==> src/warmup_consts.svh <==
/*
  constants of the cascaded warm-up counter: register offsets, field
  positions, reset values and clock figures.
  assumes inclusion by bare name from the package and the design module.
*/
`ifndef WARMUP_CONSTS_SVH
`define WARMUP_CONSTS_SVH

// register byte offsets
`define OFS_LOWER_CTL     8'h00
`define OFS_UPPER_CTL     8'h04
`define OFS_LOWER_CMP     8'h08
`define OFS_UPPER_CMP     8'h0C
`define OFS_SYSCTL2       8'h10
`define OFS_STATUS        8'h14

// timer control fields
`define CTL_RUN_BIT       3
`define CTL_CK_HI         6
`define CTL_CK_LO         4
`define CTL_MODE_HI       2
`define CTL_MODE_LO       0
`define CK_SEL_SLOW       3'h4
`define CK_SEL_FAST       3'h6
`define MODE_CASCADE      3'h3
`define MODE_WARMUP       3'h5

// system control two fields
`define SYS_FAST_EN_BIT   7
`define SYS_SLOW_EN_BIT   6
`define SYS_SLOW_SEL_BIT  5

// status fields
`define STAT_RUN_BIT      16
`define STAT_DONE_BIT     17

// reset values
`define RST_CTL           8'h00
`define RST_CMP           8'hFF
`define RST_SYSCTL2       8'h80

// axi responses
`define RESP_OKAY         2'h0
`define RESP_SLVERR       2'h2

// source clock figures: slow clock in Hz, ticks per compare step
`define SLOW_CLK_HZ       32768
`define TICKS_PER_STEP    256

`endif

==> src/warmup_pkg.sv <==
/*
  types of the cascaded warm-up counter: axi4-lite carriers.
  assumes warmup_consts.svh on the include path.
*/
package warmup_pkg;
  `include "warmup_consts.svh"

  // master to slave
  typedef struct packed {
    logic [7:0]  awaddr;
    logic        awvalid;
    logic [31:0] wdata;
    logic [3:0]  wstrb;
    logic        wvalid;
    logic        bready;
    logic [7:0]  araddr;
    logic        arvalid;
    logic        rready;
  } axi_req_t;

  // slave to master
  typedef struct packed {
    logic        awready;
    logic        wready;
    logic [1:0]  bresp;
    logic        bvalid;
    logic        arready;
    logic [31:0] rdata;
    logic [1:0]  rresp;
    logic        rvalid;
  } axi_rsp_t;
endpackage : warmup_pkg

==> src/cascaded_warmup_counter.sv <==
/*
  cascaded 16-bit warm-up counter with its control registers, reached
  over axi4-lite.
  assumes both oscillator clocks arrive as asynchronous pins and are far
  slower than clk_sys; one clock, synchronous active-high reset.
*/
`timescale 1ns/1ps
`include "warmup_consts.svh"
module cascaded_warmup_counter
  import warmup_pkg::*;
(
  // clock and reset
  input  wire logic     clk_sys,
  input  wire logic     rst,
  // register bus
  input  wire axi_req_t axiReq,
  output axi_rsp_t      axiRsp,
  // oscillator clock pins
  input  wire logic     slowClock,
  input  wire logic     fastClock,
  // oscillator and clock-select controls
  output logic          fastOscEnable,
  output logic          slowOscEnable,
  output logic          slowClockSelect,
  // warm-up done request, one-cycle pulse
  output logic          warmupDoneIrq
);

  logic [7:0]  lowerCtlQ;
  logic [7:0]  upperCtlQ;
  logic [7:0]  lowerCmpQ;
  logic [7:0]  upperCmpQ;
  logic [7:0]  sysCtlQ;
  logic [15:0] countQ;
  logic        doneQ;
  logic        irqQ;

  // oscillator pin synchronisers, one per source
  logic [1:0]  pinIn;
  logic [1:0]  riseTick;

  assign pinIn = {fastClock, slowClock};

  genvar gi;
  generate
    for (gi = 0; gi < 2; gi++) begin : g_sync
      // local per source, so no register has two writing processes
      logic [2:0] stageQ;
      logic       levelQ;
      // stage 0 feeds only stage 1; edges judged on stages 1 and 2
      always_ff @(posedge clk_sys) begin
        if (rst) begin
          stageQ <= 3'h0;
          levelQ <= 1'b0;
        end else begin
          stageQ <= {stageQ[1:0], pinIn[gi]};
          if (stageQ[1] == stageQ[2]) begin
            levelQ <= stageQ[2];
          end
        end
      end
      assign riseTick[gi] = (stageQ[1] == stageQ[2]) &&
                            stageQ[2] && !levelQ;
    end
  endgenerate

  // mode decode and source selection
  logic [2:0] lowerCk;
  logic       runBit;
  logic       warmMode;
  logic       srcTick;
  logic       countTick;
  logic [15:0] nextCount;
  logic       matchHit;

  assign lowerCk  = lowerCtlQ[`CTL_CK_HI:`CTL_CK_LO];
  assign runBit   = upperCtlQ[`CTL_RUN_BIT];
  assign warmMode = (upperCtlQ[`CTL_MODE_HI:`CTL_MODE_LO] == `MODE_WARMUP) &&
                    (lowerCtlQ[`CTL_MODE_HI:`CTL_MODE_LO] == `MODE_CASCADE);
  // other source codes belong to modes not built here, so they never count
  always_comb begin
    unique case (lowerCk)
      `CK_SEL_SLOW: srcTick = riseTick[0];
      `CK_SEL_FAST: srcTick = riseTick[1];
      default:      srcTick = 1'b0;
    endcase
  end
  assign countTick = runBit && warmMode && srcTick;
  assign nextCount = countQ + 16'h0001;
  // low compare byte is ignored, so periods are whole 256-tick steps; a high byte of 0 matches on the first tick
  assign matchHit  = countTick && (nextCount[15:8] == upperCmpQ);

  // up-counter
  always_ff @(posedge clk_sys) begin
    if (rst) begin
      countQ <= 16'h0000;
    end else if (!runBit) begin
      countQ <= 16'h0000;
    end else if (matchHit) begin
      countQ <= 16'h0000;
    end else if (countTick) begin
      countQ <= nextCount;
    end
  end

  // match request and sticky done flag
  logic       wrGo;
  logic [7:0] wrAddr;
  logic [31:0] wrData;
  logic [3:0] wrStrb;
  logic       doneClr;

  assign doneClr = wrGo && wrStrb[2] && (wrAddr == `OFS_STATUS) &&
                   wrData[`STAT_DONE_BIT];
  always_ff @(posedge clk_sys) begin
    if (rst) begin
      irqQ  <= 1'b0;
      doneQ <= 1'b0;
    end else begin
      irqQ <= matchHit;
      // a match in the clearing cycle wins
      if (matchHit) begin
        doneQ <= 1'b1;
      end else if (doneClr) begin
        doneQ <= 1'b0;
      end
    end
  end
  assign warmupDoneIrq = irqQ;

  // write channel: address and data taken in either order
  logic        awHeldQ;
  logic        wHeldQ;
  logic [7:0]  awAddrQ;
  logic [31:0] wDataQ;
  logic [3:0]  wStrbQ;
  logic        bValidQ;
  logic [1:0]  bRespQ;
  logic        awFire;
  logic        wFire;
  logic        wrMapped;

  assign axiRsp.awready = !awHeldQ && !bValidQ;
  assign axiRsp.wready  = !wHeldQ && !bValidQ;
  assign awFire = axiReq.awvalid && axiRsp.awready;
  assign wFire  = axiReq.wvalid && axiRsp.wready;
  assign wrGo   = (awHeldQ || awFire) && (wHeldQ || wFire);
  assign wrAddr = awHeldQ ? awAddrQ : axiReq.awaddr;
  assign wrData = wHeldQ ? wDataQ : axiReq.wdata;
  assign wrStrb = wHeldQ ? wStrbQ : axiReq.wstrb;
  assign wrMapped = (wrAddr <= `OFS_STATUS) && (wrAddr[1:0] == 2'h0);

  always_ff @(posedge clk_sys) begin
    if (rst) begin
      awHeldQ <= 1'b0;
      wHeldQ  <= 1'b0;
      awAddrQ <= 8'h00;
      wDataQ  <= 32'h0000_0000;
      wStrbQ  <= 4'h0;
      bValidQ <= 1'b0;
      bRespQ  <= `RESP_OKAY;
    end else begin
      if (wrGo) begin
        awHeldQ <= 1'b0;
        wHeldQ  <= 1'b0;
        bValidQ <= 1'b1;
        bRespQ  <= wrMapped ? `RESP_OKAY : `RESP_SLVERR;
      end else begin
        if (awFire) begin
          awHeldQ <= 1'b1;
          awAddrQ <= axiReq.awaddr;
        end
        if (wFire) begin
          wHeldQ <= 1'b1;
          wDataQ <= axiReq.wdata;
          wStrbQ <= axiReq.wstrb;
        end
        if (bValidQ && axiReq.bready) begin
          bValidQ <= 1'b0;
        end
      end
    end
  end
  assign axiRsp.bvalid = bValidQ;
  assign axiRsp.bresp  = bRespQ;

  // register writes; a 16-bit compare lands through the lower offset
  always_ff @(posedge clk_sys) begin
    if (rst) begin
      lowerCtlQ <= `RST_CTL;
      upperCtlQ <= `RST_CTL;
      lowerCmpQ <= `RST_CMP;
      upperCmpQ <= `RST_CMP;
      sysCtlQ   <= `RST_SYSCTL2;
    end else if (wrGo) begin
      unique case (wrAddr)
        `OFS_LOWER_CTL: if (wrStrb[0]) lowerCtlQ <= wrData[7:0];
        `OFS_UPPER_CTL: if (wrStrb[0]) upperCtlQ <= wrData[7:0];
        `OFS_LOWER_CMP: begin
          if (wrStrb[0]) lowerCmpQ <= wrData[7:0];
          if (wrStrb[1]) upperCmpQ <= wrData[15:8];
        end
        `OFS_UPPER_CMP: if (wrStrb[0]) upperCmpQ <= wrData[7:0];
        `OFS_SYSCTL2:   if (wrStrb[0]) sysCtlQ <= wrData[7:0];
        default: ; // status and unmapped words store nothing
      endcase
    end
  end

  // oscillator controls straight from system control two
  assign fastOscEnable   = sysCtlQ[`SYS_FAST_EN_BIT];
  assign slowOscEnable   = sysCtlQ[`SYS_SLOW_EN_BIT];
  assign slowClockSelect = sysCtlQ[`SYS_SLOW_SEL_BIT];

  // read channel, answer one cycle after the address is taken
  logic        rValidQ;
  logic [31:0] rDataQ;
  logic [1:0]  rRespQ;
  logic [31:0] rdMux;
  logic        rdOk;

  always_comb begin
    rdMux = 32'h0000_0000;
    rdOk  = 1'b1;
    unique case (axiReq.araddr)
      `OFS_LOWER_CTL: rdMux[7:0] = lowerCtlQ;
      `OFS_UPPER_CTL: rdMux[7:0] = upperCtlQ;
      `OFS_LOWER_CMP: rdMux[15:0] = {upperCmpQ, lowerCmpQ};
      `OFS_UPPER_CMP: rdMux[7:0] = upperCmpQ;
      `OFS_SYSCTL2:   rdMux[7:0] = sysCtlQ;
      `OFS_STATUS: begin
        rdMux[15:0] = countQ;
        rdMux[`STAT_RUN_BIT]  = runBit && warmMode;
        rdMux[`STAT_DONE_BIT] = doneQ;
      end
      default: rdOk = 1'b0;
    endcase
  end

  assign axiRsp.arready = !rValidQ;
  always_ff @(posedge clk_sys) begin
    if (rst) begin
      rValidQ <= 1'b0;
      rDataQ  <= 32'h0000_0000;
      rRespQ  <= `RESP_OKAY;
    end else if (axiReq.arvalid && !rValidQ) begin
      rValidQ <= 1'b1;
      rDataQ  <= rdMux;
      rRespQ  <= rdOk ? `RESP_OKAY : `RESP_SLVERR;
    end else if (rValidQ && axiReq.rready) begin
      rValidQ <= 1'b0;
    end
  end
  assign axiRsp.rvalid = rValidQ;
  assign axiRsp.rdata  = rDataQ;
  assign axiRsp.rresp  = rRespQ;
endmodule : cascaded_warmup_counter

==> config.mk <==
export PLATFORM = sky130hd
export DESIGN_NAME = cascaded_warmup_counter
export DESIGN_NICKNAME = d
export VERILOG_FILES = /design/src/warmup_pkg.sv /design/src/cascaded_warmup_counter.sv
export VERILOG_INCLUDE_DIRS = /design/src
export SDC_FILE = /design/constraint.sdc
export NUM_CORES = 1
export LEC_CHECK = 0
export BUFFER_PORTS_ARGS = -buffer_cell sky130_fd_sc_hd__buf_2
export CAP_MARGIN = 30
export CORE_MARGIN = 4
export CORE_UTILIZATION = 45
export CTS_CLUSTER_DIAMETER = 40
export DETAILED_ROUTE_END_ITERATION = 10
export GPL_TIMING_DRIVEN = 0
export PLACE_DENSITY = 0.67
export REMOVE_ABC_BUFFERS = 1
export SLEW_MARGIN = 20
export SYNTH_ARGS = -nofsm -noshare
export SYNTH_HDL_FRONTEND = slang
export SYNTH_SLANG_ARGS = --single-unit
==> constraint.sdc <==
create_clock -name clk_sys -period 6.87 [get_ports clk_sys]
set_input_delay 0 -clock clk_sys [delete_from_list [all_inputs] [get_ports clk_sys]]
set_output_delay 0 -clock clk_sys [all_outputs]
set_load 0.01 [all_outputs]
# After elaboration in Yosys (flattened, before gate mapping)
# Cells that the tools add are included.
[word_totals]
reg_bits = 121
latch_bits = 0
ram_bits = 0
romBits = 0
output_inout_bits = 45
word_cells = 109
n_memories = 0
[classes]
addsub = 1
n_mul = 0
n_div = 0
magnitude_cmp = 1
eq_ne = 19
n_shift = 0
n_mux = 19
bitwise_logic = 2
reduce_logical = 45
[op_table]
columns = ["cell", "n"]
rows = [
  ["$pmux W8 S6", 1],
  ["$eq A8 B4 Y1 const B", 4],
  ["$eq A8 B5 Y1 const B", 4],
  ["$pmux W8 S2", 2],
  ["$mux W8", 3],
  ["$logic_and A1 B1 Y1", 20],
  ["$mux W18", 1],
  ["$add A16 B1 Y16 const B", 1],
  ["$eq A8 B3 Y1 const B", 2],
  ["$logic_not A8 Y1", 2],
  ["$reduce_and A3 Y1", 4],
  ["$eq A3 B3 Y1 const B", 3],
  ["$eq A8 B8 Y1", 1],
  ["$le A8 B5 Y1 const B", 1],
  ["$reduce_bool A2 Y1", 4],
  ["$mux W1", 7],
  ["$logic_not A1 Y1", 6],
  ["$mux W2", 3],
  ["$reduce_or A6 Y1", 1],
  ["$ne A2 B2 Y1 const B", 2],
  ["$reduce_and A2 Y1", 2],
  ["$reduce_and A4 Y1", 1],
  ["$eq A3 B2 Y1 const B", 1],
  ["$mux W3", 1],
  ["7 further kinds", 10],
]

# Logic depth before layout (Yosys ltp)
[depth]
word_depth = 10
ltp_mapped = 8

# Worst setup path before layout
# OpenSTA, ideal clock, no wires.
[synth_timing]
path_kind = "register -> register"
from = "reg countQ[0]"
to = "reg countQ[0]"
setup_ns = 0.132
arrival_time_ns = 2.155
path_slack_ns = 4.583
stages_incl_launch_ff = 9
n_path_buf = 1
synth_period_minus_slack_ns = 2.287
path_cell_list = "dfxtp_1 ha_1 nand3_4 nor3_1 mux2_2 a2111oi_2 o2111a_2 buf_6 nor3_1"
[synth_between]
elab_chain_cells = 4
[synth_lines]
columns = ["element", "line", "text"]
rows = [
  ["start, declared", "cascaded_warmup_counter.sv:34", "logic [15:0] countQ;"],
  ["start signal, assigned", "cascaded_warmup_counter.sv:102", "countQ <= nextCount;"],
  ["$add A16 B1 Y16 *", "cascaded_warmup_counter.sv:89", "assign nextCount = countQ + 16'h0001;"],
  ["$eq A8 B8 Y1", "cascaded_warmup_counter.sv:91", "assign matchHit = countTick && (nextCount[15:8] == upperCmpQ);"],
  ["$logic_and A1 B1 Y1", "cascaded_warmup_counter.sv:91", ""],
  ["$reduce_or A3 Y1 (no source line)", "-", ""],
]
# Mark *: on every way between the ends. The rest lies on a longest branch, timed or not.
# A chain may end at the register's enable or synchronous reset.

# Worst setup path after layout
[layout_timing]
from = "reg awHeldQ"
to = "reg sysCtlQ[6]"
[layout_between]
elab_chain_cells = 6
word_cells_on_any_way = 8
[layout_lines]
columns = ["element", "line", "text"]
rows = [
  ["start, declared", "cascaded_warmup_counter.sv:132", "logic awHeldQ;"],
  ["start signal, assigned", "cascaded_warmup_counter.sv:155", "awHeldQ <= 1'b0;"],
  ["start signal, assigned", "cascaded_warmup_counter.sv:164", "awHeldQ <= 1'b0;"],
  ["start signal, assigned", "cascaded_warmup_counter.sv:170", "awHeldQ <= 1'b1;"],
  ["branches (longest 5 deep; another with $mux W8)", "-", ""],
  ["$reduce_and A3 Y1 (no source line) *", "-", ""],
  ["end signal, assigned", "cascaded_warmup_counter.sv:194", "sysCtlQ <= `RST_SYSCTL2;"],
  ["end signal, assigned", "cascaded_warmup_counter.sv:204", "`OFS_SYSCTL2: if (wrStrb[0]) sysCtlQ <= wrData[7:0];"],
  ["end, declared", "cascaded_warmup_counter.sv:33", "logic [7:0] sysCtlQ;"],
]
# Every way passes the cells marked *.

==> summary.md <==
| Metric | Value |
|---|---|
| Drt drc | 0 |
| Cell-internal power | 1.40 mW |
| Setup_tns | 0 ns |
| Gr usage total | 19.9% |
| Leakage power | 2.90 nW |
| Hold path depth | 3 |
| Area of the mapped netlist | between 5000 and 6000 sq um |
| Mapped Avg Cell Area | between 9 and 10 sq um |
| RSZ-0062 raised after global routing | false |
| Final wirelength | 14200 um |
| Status | completed |
| Commonest non-fill, non-tap cell in the layout | dfxtp_1 |
| Period utilization | 44.2% |
| Area added between synthesis and finish | 23.7% |
| Met1 Use GR | about 25% |
| Slew Viols, Final | 0 |
| Max_cap viols | 0 |
| Worst Clk Skew | 0.00812 ns |
| H-tree Lvls | 4 |
| Vias per cell | around 5.5 |
| Worst relative slew slack | between 40% and 50% |
| ANT nets after route | 0 |
| Share of layout cells above drive strength 1 | 19.9% |
| Synth Instances | 629 |
| Post-Place Worst Slack | 3.60 ns |
| CP Launch Type | flop |
| Clock Tree Root | clkbuf_16 |
| Final setup vio count | 0 |
| Crit end category | flop |
| Worst Reg-to-Reg Cells | 6 |
| CTS Buffer Depth | 2 |
| Psw | slightly above 0.4 mW |
| Power density cells | about 250 nW/um^2 |
| Largest net degree at the start of global routing | between 60 and 70 |
| Die Width | about 120 um |
| Grt peak-use layer | met2 |
| Hold WC Path Type | in -> reg |
| Initial antenna violation count | 0 |
| Iteration-0 DRC Markers | about 260 |
| Netlist cell types | 61 |
| GR met3 Demand/Resource | 5.05% |
| Primary FF master, synth | dfxtp_1 |
| Sw Share | 22.6% |
| CP max FO | 13 |
| Global-route wire length before repair | 23500 um |
| Final Net Count | 779 |
| CP required | around 7.2 ns |
| Period minus WS final | 3.04 ns |
| Fmax | ~330 MHz |
| YS warnings | 0 |
| DR pass1 iterations | 5 |
| Commonest non-fill, non-tap cells in the layout | 118 x dfxtp_1, 82 x nand2_1, 72 x nor2_1, 72 x buf_2, 44 x mux2i_1 |
| Reg power frac | about two fifths |
| CTS tree | yes |
| Starting Density | 46.9% |
| Post-synth ARST share | 0% |
| WL/cell | 15.9 um |
| GPL Wtd Cong | 0.860 |
| R2R Setup Slk | 3.83 ns |
| Rows | 40 |
| Vias in the first global route | ~4800 |
| Worst-path clk slew | 0.05 ns |
| Arr. time, crit path | 3.31 ns |
| Vias post-DR | 4894 |
| Final design utilization | around 58% |
| Chip height | roughly 120 um |
| Worst-margin pin slew | 0.860 ns |
| # clock sinks | 118 |
| Number of synthesized register bits | 118 |
| Combinational power share | 9.6% |
| CTS Buf Count | 17 |
| # port buffers | 73 |
| Core footprint | 12200 sq um |
| Routing usage on met2 | 34.1% |
| Number of flops mapped to enable cells by yosys | 0 |
| Total gr overflow | 0 |
| Worst vdd ir | about 170 uV |
| CP Class | reg -> reg |
| Fin worst setup slack | 3.83 ns |
| CTS resizes | 0 |
| Diode count | 0 |
| Clk Latency, worst-skew pair | between 0.4 and 0.5 ns |
| Total die area | 14600 sq um |
| Worst hold slack | 0.00185 ns |
| Ports | 106 |
| HPWL Detailed | 9920 um |
| Clock power share | 50.4% |
| Final Hold Viols | 0 |
| Register area share after synthesis | between 40% and 50% |
## path summary, 6_finish.rpt
check	startpoint	to
setup reg to reg	awHeldQ	sysCtlQ[6]
hold / removal	axiReq[6]	rRespQ[1]
setup / recovery	awHeldQ	sysCtlQ[6]
hold reg to reg	g_sync[1].stageQ[0]	g_sync[1].stageQ[1]
## worst max-delay path, cell delays in order (launching register included)
cell	delay, ns
dfxtp_1	0.62
mux2i_1	0.44
nand2_1	0.11
a211oi_2	0.64
nand4b_1	0.67
mux2i_1	0.36
nor2_1	0.06
## cells by family after synthesis
logic type	after synthesis	share of synthesized area (%)
buffers and inverters	64	5.71
adder cells (fa/ha/maj)	3	0.656
AND/OR/NAND/NOR	260	22.1
flip-flops	118	41.3
other	1	0.0655
multiplexers	71	14.8
XOR/XNOR	23	3.52
AO/OA/AOI/OAI	89	11.9
## cell usage after synthesis, types with 2 or more instances
| master | n | share of area, % |
|---|---|---|
| dfxtp_1 | 118 | 41 |
| nand2_1 | 82 | 5.4 |
| nor2_1 | 72 | 4.7 |
| mux2i_1 | 44 | 7.7 |
| nor3_1 | 35 | 3.1 |
| clkbuf_1 | 30 | 2.0 |
| a21oi_1 | 28 | 2.4 |
| buf_4 | 18 | 2.4 |
| mux2_2 | 18 | 3.5 |
| nand3_1 | 16 | 1.4 |
| xor2_1 | 16 | 2.4 |
| a221oi_1 | 14 | 2.1 |
| nand3b_1 | 13 | 1.7 |
| a211oi_1 | 10 | 1.3 |
| buf_2 | 9 | 0.79 |
| mux4_2 | 9 | 3.5 |
| a211o_1 | 8 | 1.2 |
| nor2b_1 | 8 | 0.87 |
| nand4_1 | 7 | 0.77 |
| xnor2_1 | 7 | 1.1 |
| inv_1 | 5 | 0.33 |
| nand2b_1 | 5 | 0.55 |
| a22oi_1 | 3 | 0.39 |
| ha_1 | 3 | 0.66 |
| nor4_1 | 3 | 0.33 |
| o21ai_0 | 3 | 0.26 |
| a2111oi_2 | 2 | 0.52 |
| a21o_1 | 2 | 0.26 |
| a311oi_1 | 2 | 0.31 |
| and2_1 | 2 | 0.22 |
| and3_1 | 2 | 0.22 |
| and3b_1 | 2 | 0.31 |
| nand4_2 | 2 | 0.44 |
| nand4b_1 | 2 | 0.31 |
| o22ai_1 | 2 | 0.22 |
| o31a_1 | 2 | 0.31 |
## power by group through the flow
stage               sequential [mW]  clock (mW)  combinational (mW)
floorplan                     0.739           0              0.0852
global placement              0.737           0               0.145
detailed placement            0.739           0               0.152
CTS                           0.725       0.921               0.168
global route                  0.724       0.957               0.192
finish                        0.722       0.910               0.173
## final cells by class
class,instances,area [sq um]
Inverter,5,18.8
Tap cell,168,210
Timing Repair Buffer,111,776
Fill cell,1053,5130
Clock buffer,21,450
Clock inverter,10,154
Sequential cell,118,2360
Multi-Input combinational cell,462,3110
## sequential cells by signal, indices dropped and copies added, names as in the netlist, 6 cells and up
register	cells
awAddrQ	8
countQ	16
g_sync.stageQ	6
lowerCmpQ	8
lowerCtlQ	8
rDataQ	18
sysCtlQ	8
upperCmpQ	8
upperCtlQ	8
wDataQ	17
## per-stage QoR
step | instances | power [mW] | area [sq um]
2_1_floorplan | 585 | 0.824 | 5470
3_3_place_gp | 826 | 0.882 | 6050
3_5_place_dp | 828 | 0.891 | 6110
4_1_cts | 894 | 1.81 | 7070
5_1_grt | 895 | 1.87 | 7080
6_report | 895 | 1.81 | 7080
## timing repair
| item | 4_1_cts | 5_1_grt |
|---|---|---|
| hold buffers | 35 | 0 |
| buffers inserted | 0 | 0 |
| hold endpoints to repair | 34 | 0 |
## metal layers
| metal | wire length (um) | vias up |
|---|---|---|
| met4 | 295 | 0 |
| met1 | 6210 | 2339 |
| met3 | 688 | 24 |
| li1 | - | 2386 |
| met2 | 7000 | 145 |
| met5 | 0 | - |
Note: power is estimated with default switching activity, not from simulation.
